## config.mk

```make
export PLATFORM = sky130hd
export DESIGN_NAME = fcr_top
export DESIGN_NICKNAME = d
export VERILOG_FILES = /design/src/verilog/fcr_pkg.sv /design/src/verilog/fcr_top.sv
export VERILOG_INCLUDE_DIRS = /design/src /design/src/verilog
export SDC_FILE = /design/constraint.sdc
export NUM_CORES = 1
export LEC_CHECK = 0
export ABC_AREA = 1
export BUFFER_PORTS_ARGS = -buffer_cell sky130_fd_sc_hd__buf_4
export CAP_MARGIN = 25
export CORE_UTILIZATION = 49
export CTS_CLUSTER_SIZE = 8
export DETAILED_ROUTE_END_ITERATION = 10
export PLACE_DENSITY = 0.86
export REMOVE_ABC_BUFFERS = 1
export SYNTH_ARGS = -nofsm -noshare
export SYNTH_HDL_FRONTEND = slang
export SYNTH_SLANG_ARGS = --single-unit
export TNS_END_PERCENT = 30
```

## constraint.sdc

```tcl
create_clock -name clk -period 1.95 [get_ports clk]
set_input_delay 0.0975 -clock clk [delete_from_list [all_inputs] [get_ports clk]]
set_output_delay 0.0975 -clock clk [all_outputs]
set_load 0.05 [all_outputs]
```

## src/verilog/fcr_defines.svh

```systemverilog
`ifndef FCR_DEFINES_SVH
`define FCR_DEFINES_SVH
`define FCR_ADDR_MODE 8'h28
`define FCR_ADDR_WM_LO 8'h29
`define FCR_ADDR_WM_HI 8'h2A
`define FCR_ADDR_ROUTE 8'h2B
`define FCR_RST_MODE 8'h01
`define FCR_RST_WM_LO 8'h00
`define FCR_RST_WM_HI 8'h00
`define FCR_RST_ROUTE 8'h10
`define FCR_MODE_MASK 8'h03
`define FCR_WM_HI_MASK 8'h0F
`define FCR_BIT_BYPASS 0
`define FCR_BIT_STOP 1
`define FCR_BIT_GAIN 0
`define FCR_BIT_FULL 1
`define FCR_BIT_WMARK 2
`define FCR_BIT_SAMPLE 3
`define FCR_BIT_RESET 4
`define FCR_BIT_LOCK 5
`define FCR_BIT_FRAME_SYNC_INPUT 6
`define FCR_BIT_SELFTEST 7
`endif

```

## src/verilog/fcr_pkg.sv

```systemverilog
package fcr_pkg;
  typedef struct packed {
    logic [7:0] mode;
    logic [7:0] wm_lo;
    logic [7:0] wm_hi;
    logic [7:0] route;
    logic [7:0] rdata;
    logic rvalid;
    logic fs_s1;
    logic fs_s2;
    logic fs_prev;
    logic above;
    logic wm_hit;
    logic irq;
  } fcr_state_t;
endpackage

```

## src/verilog/fcr_top.sv

```systemverilog
`timescale 1ns/1ns
`include "fcr_defines.svh"
module fcr_top
  import fcr_pkg::*;
(
  input wire logic clk,
  input wire logic reset,
  input wire logic [7:0] reg_addr,
  input wire logic [7:0] reg_wdata,
  input wire logic reg_wr,
  input wire logic reg_rd,
  output logic [7:0] reg_rdata,
  output logic reg_rvalid,
  input wire logic watermark_irq_enable,
  input wire logic count_in_records,
  input wire logic [11:0] level_bytes,
  input wire logic [11:0] level_records,
  input wire logic buffer_full,
  input wire logic selftest_done,
  input wire logic frame_sync_input,
  input wire logic clock_locked,
  input wire logic reset_done,
  input wire logic new_sample,
  input wire logic gain_ready,
  output logic stop_on_full,
  output logic buffer_bypass,
  output logic [11:0] buffer_watermark,
  output logic watermark_hit,
  output logic first_irq_pin
);

  fcr_state_t st_r;
  fcr_state_t st_nxt;

  logic [11:0] wm;
  logic [11:0] level;
  logic above_now;
  logic fs_event;
  logic [7:0] events;
  logic [7:0] routed;

  assign wm = {st_r.wm_hi[3:0], st_r.wm_lo};
  assign level = count_in_records ? level_records : level_bytes;
  assign above_now = (level >= wm);
  assign fs_event = st_r.fs_s2 & ~st_r.fs_prev;

  always_comb begin
    events = 8'h00;
    events[`FCR_BIT_SELFTEST] = selftest_done;
    events[`FCR_BIT_FRAME_SYNC_INPUT] = fs_event;
    events[`FCR_BIT_LOCK] = clock_locked;
    events[`FCR_BIT_RESET] = reset_done;
    events[`FCR_BIT_SAMPLE] = new_sample;
    events[`FCR_BIT_WMARK] = st_r.wm_hit;
    events[`FCR_BIT_FULL] = buffer_full;
    events[`FCR_BIT_GAIN] = gain_ready;
  end

  genvar b;
  generate
    for (b = 0; b < 8; b++) begin : g_route
      // Each source gated by its own routing bit
      assign routed[b] = events[b] & st_r.route[b];
    end
  endgenerate

  always_comb begin
    st_nxt = st_r;
    // Pin synchroniser and edge detect on the synchronised copy
    st_nxt.fs_s1 = frame_sync_input;
    st_nxt.fs_s2 = st_r.fs_s1;
    st_nxt.fs_prev = st_r.fs_s2;
    // Register writes; reserved bits stay zero
    if (reg_wr) begin
      unique case (reg_addr)
        `FCR_ADDR_MODE: begin
          st_nxt.mode = reg_wdata & `FCR_MODE_MASK;
        end
        `FCR_ADDR_WM_LO: begin
          st_nxt.wm_lo = reg_wdata;
        end
        `FCR_ADDR_WM_HI: begin
          st_nxt.wm_hi = reg_wdata & `FCR_WM_HI_MASK;
        end
        `FCR_ADDR_ROUTE: begin
          st_nxt.route = reg_wdata;
        end
        default: begin
          st_nxt.route = st_r.route;
        end
      endcase
    end
    // Reads answer one cycle later; unmapped reads return zero
    st_nxt.rvalid = reg_rd;
    if (reg_rd) begin
      unique case (reg_addr)
        `FCR_ADDR_MODE: st_nxt.rdata = st_r.mode;
        `FCR_ADDR_WM_LO: st_nxt.rdata = st_r.wm_lo;
        `FCR_ADDR_WM_HI: st_nxt.rdata = st_r.wm_hi;
        `FCR_ADDR_ROUTE: st_nxt.rdata = st_r.route;
        default: st_nxt.rdata = 8'h00;
      endcase
    end
    // One pulse per upward crossing while enabled
    st_nxt.above = above_now;
    st_nxt.wm_hit = watermark_irq_enable & above_now & ~st_r.above;
    // Pin is the OR of all routed sources
    st_nxt.irq = |routed;
  end

  always_ff @(posedge clk) begin
    if (reset) begin
      st_r.mode <= `FCR_RST_MODE;
      st_r.wm_lo <= `FCR_RST_WM_LO;
      st_r.wm_hi <= `FCR_RST_WM_HI;
      st_r.route <= `FCR_RST_ROUTE;
      st_r.rdata <= 8'h00;
      st_r.rvalid <= 1'b0;
      st_r.fs_s1 <= 1'b0;
      st_r.fs_s2 <= 1'b0;
      st_r.fs_prev <= 1'b0;
      st_r.above <= 1'b1;
      st_r.wm_hit <= 1'b0;
      st_r.irq <= 1'b0;
    end else begin
      st_r <= st_nxt;
    end
  end

  assign reg_rdata = st_r.rdata;
  assign reg_rvalid = st_r.rvalid;
  assign stop_on_full = st_r.mode[`FCR_BIT_STOP];
  assign buffer_bypass = st_r.mode[`FCR_BIT_BYPASS];
  assign buffer_watermark = wm;
  assign watermark_hit = st_r.wm_hit;
  assign first_irq_pin = st_r.irq;

endmodule

```

==> summary.txt <==
Min path
  • Hold Crit Class: in -> reg
  • Hold path depth: 3

Clock network
  • TritonCTS Buffers: 5
  • Post-CTS Hold Buffers: 0
  • Clk Latency, worst-skew pair: about 0.29 ns
  • Post-CTS Setup Repair Bufs: 0
  • CTS tree: built
  • Post-CTS sizing: 0
  • Clock Tree Root: clkbuf_8
  • CTS Sinks: 37
  • Reg clk slew, reported paths: approximately 0.080 ns
  • Clock Tree Buf Depth: 2
  • Depth of the CTS H-tree: 2

Synthesis
  • Netlist cell types: 28
  • Yosys top cell by area: dfxtp_1
  • Post-synth ARST share: 0
  • Most used DFF post-synth: dfxtp_1
  • Top post-synthesis cells by area: dfxtp_1 35%, a21oi_1 8.8%, nand2_1 7.7%
  • Top-count cell post-synth: nand2_1
  • Mapped Area: 2100 sq um
  • Synth top cells by count: 43 x nand2_1, 37 x a21oi_1, 37 x dfxtp_1, 28 x inv_1, 20 x buf_4
  • Syn Area/Cell: 7.75 sq um
  • Number of synthesis warnings: 0
  • Synthesized instance count: roughly 270
  • Post-synth EDFFs: 0
  • Share of the synthesized area in the top cell type: 0.353
  • Seq cells post-synth: 37
  • Register area share after synthesis: 0.353

Routing
  • Remaining DRCs: 0
  • Via density: between 5 and 6
  • DRT iter0 DRCs: ~160
  • Vias after detailed routing: around 2000
  • Remaining antenna violation count: 0
  • 1st-pass router iterations: 4
  • Drt total wl: roughly 4900 um
  • Wire length per cell: 13.0 um

Power
  • Pleak: approximately 1.2 nW
  • PD cells: 635 nW/um^2
  • Maximum VDD drop: ~380 uV

Critical path
  • Critical Path Slowest Stage Cell: dfxtp_1
  • Critical path peak fanout: 3
  • Worst setup EP type: flop
  • Critical path, cell by cell: inv_1 -> ha_1 -> a21oi_1 -> o21ai_0 -> nor2_1 -> nand3_1
  • Worst Path Class, Setup: reg -> reg
  • Worst R2R Path Depth: 6
  • CP Data Required Time: roughly 2.1 ns
  • CP peak stage delay: roughly 0.37 ns
  • CP Data Arrival Time: ~1.6 ns
  • CP Launch Type: flop

Finish
  • Fin area: roughly 2700 sq um
  • Area growth syn-to-layout: 26.7%
  • Number of diodes: 0
  • Layout cells sized above 1: 0.332
  • Final #Nets: just under 400
  • Layout fillers: between 300 and 400
  • Fin cells: roughly 380
  • Util after Layout: 0.656

GRT
  • First-pass GRT wire length: around 7600 um
  • Grt met2 use: 0.360
  • Largest net degree at the start of global routing: 21
  • Total gr overflow: 0
  • GRT Total Usage: 0.222
  • Number of global-route vias before repair: between 1500 and 2000
  • Grt met1 use: 0.282
  • Most Crowded Layer GR: met2
  • M3 GR Usage: 0.0490
  • Initial antenna violation count: 0

Timing
  • F_max: between 700 and 800 MHz
  • Unrepaired setup endpoints after global routing: false
  • Hold Vio Cnt, Final: 0
  • Slew margin rel.: 0.699
  • Number of setup violations in the final report: 0
  • Count of pins over their slew limit: 0
  • Fin crit period: roughly 1.4 ns
  • Final period util: 0.706
  • Slew at the pin closest to its max-slew limit: 0.451 ns
  • TNS Setup: 0 ns
  • Final Skew: 0.00719 ns

Floorplan
  • IO Count: just under 80
  • Chip width: roughly 67 um
  • Die extent in y: between 60 and 70 um
  • Core region area: just over 4000 sq um
  • Die ar.: roughly 4600 sq um
  • Cell row count: 23
  • Starting Density: 0.518

Placement
  • Dpl cells: 370
  • Placed cell area: about 2500 sq um
  • Hpwl dp: 3850 um
  • Port bufs: 77
  • Gpl congestion: about 0.88

Run status
  • Outcome: finished clean

Flow run
  • Max-cap violations: 0
-- path summary, 6_finish.rpt --
| check | from | endpoint | slack, ns |
|---|---|---|---|
| worst min register to register | st_nxt[4] | st_nxt[3] | 0.43 |
| worst max-delay path | buffer_watermark[11] | st_r[2] | 0.57 |
| worst min-delay path | frame_sync_input | st_nxt[4] | 0.004 |
| worst max register to register | buffer_watermark[11] | st_r[2] | 0.57 |
-- critical path, delay by kind of cell, from the launching register on --
kind | cells | cell delay, ns
AOI/OAI and AO/OA | 2 | 0.24
adders and majority gates | 1 | 0.32
buffers and inverters | 1 | 0.09
DFF | 1 | 0.37
and+or+nand+nor | 2 | 0.24
-- power by group --
part	switching [W]	leakage, nW	internal (W)
combinational	0.000112	0.834	0.000122
sequential	0.00000297	0.299	0.000763
clock	0.000275	0.0574	0.000416
-- kinds of logic after synthesis --
group | share of synthesized area
AND/OR/NAND/NOR | 0.194
AO/OA/AOI/OAI | 0.168
buffers and inverters | 0.150
flip-flops | 0.353
multiplexers | 0.0637
adder cells (fa/ha/maj) | 0.0715
-- routing by layer --
metal | vias to the layer above | part of all wire | wire length, um
met5 | - | 0 | 0
met1 | 868 | 0.42 | 2060
li1 | 998 | - | -
met3 | 10 | 0.073 | 362
met4 | 0 | 0.020 | 99
met2 | 81 | 0.49 | 2410
-- registers in the layout, summed over array words and instances (netlist names) --
register and flops:
st_nxt 2, stop_on_full 1, watermark_hit 1, reg_rdata 8, reg_rvalid 1, st_r 10
buffer_bypass 1, first_irq_pin 1, buffer_watermark 12
-- cells in the final DEF (no fill, tap or decap), types with 4 or more instances in the layout --
cell type	n
dfxtp_1	37
mux2_2	11
o21ai_0	14
nor2_1	11
inv_1	28
clkbuf_8	6
a21oi_1	37
o22ai_1	4
o21ai_1	8
nand3_1	16
nand2_1	43
ha_1	12
buf_4	77
nand2_2	4
-- through the flow --
step | total power (W) | setup WS [ns] | hold slack [ns]
finish | 0.00169 | 0.572 | 0.00427
global route | 0.00175 | 0.437 | 0.0125
CTS | 0.00169 | 0.577 | 0.0120
detailed placement | 0.00102 | 0.378 | 0.314
global placement | 0.00101 | 0.425 | 0.297
floorplan | 0.000891 | 0.304 | 0.167
-- cell type report --
| class | count | area, sq um | share of cell area |
|---|---|---|---|
| clock inverters | 2 | 37.5 | 0.0141 |
| repair buffers | 77 | 578 | 0.217 |
| clock buffers | 6 | 82.6 | 0.0310 |
| inverters | 31 | 116 | 0.0437 |
| well taps | 50 | 62.6 | 0.0235 |
| multi-input cells | 175 | 1040 | 0.392 |
| flip-flops and latches | 37 | 741 | 0.278 |
No activity file was read; power rests on OpenSTA's default activity.
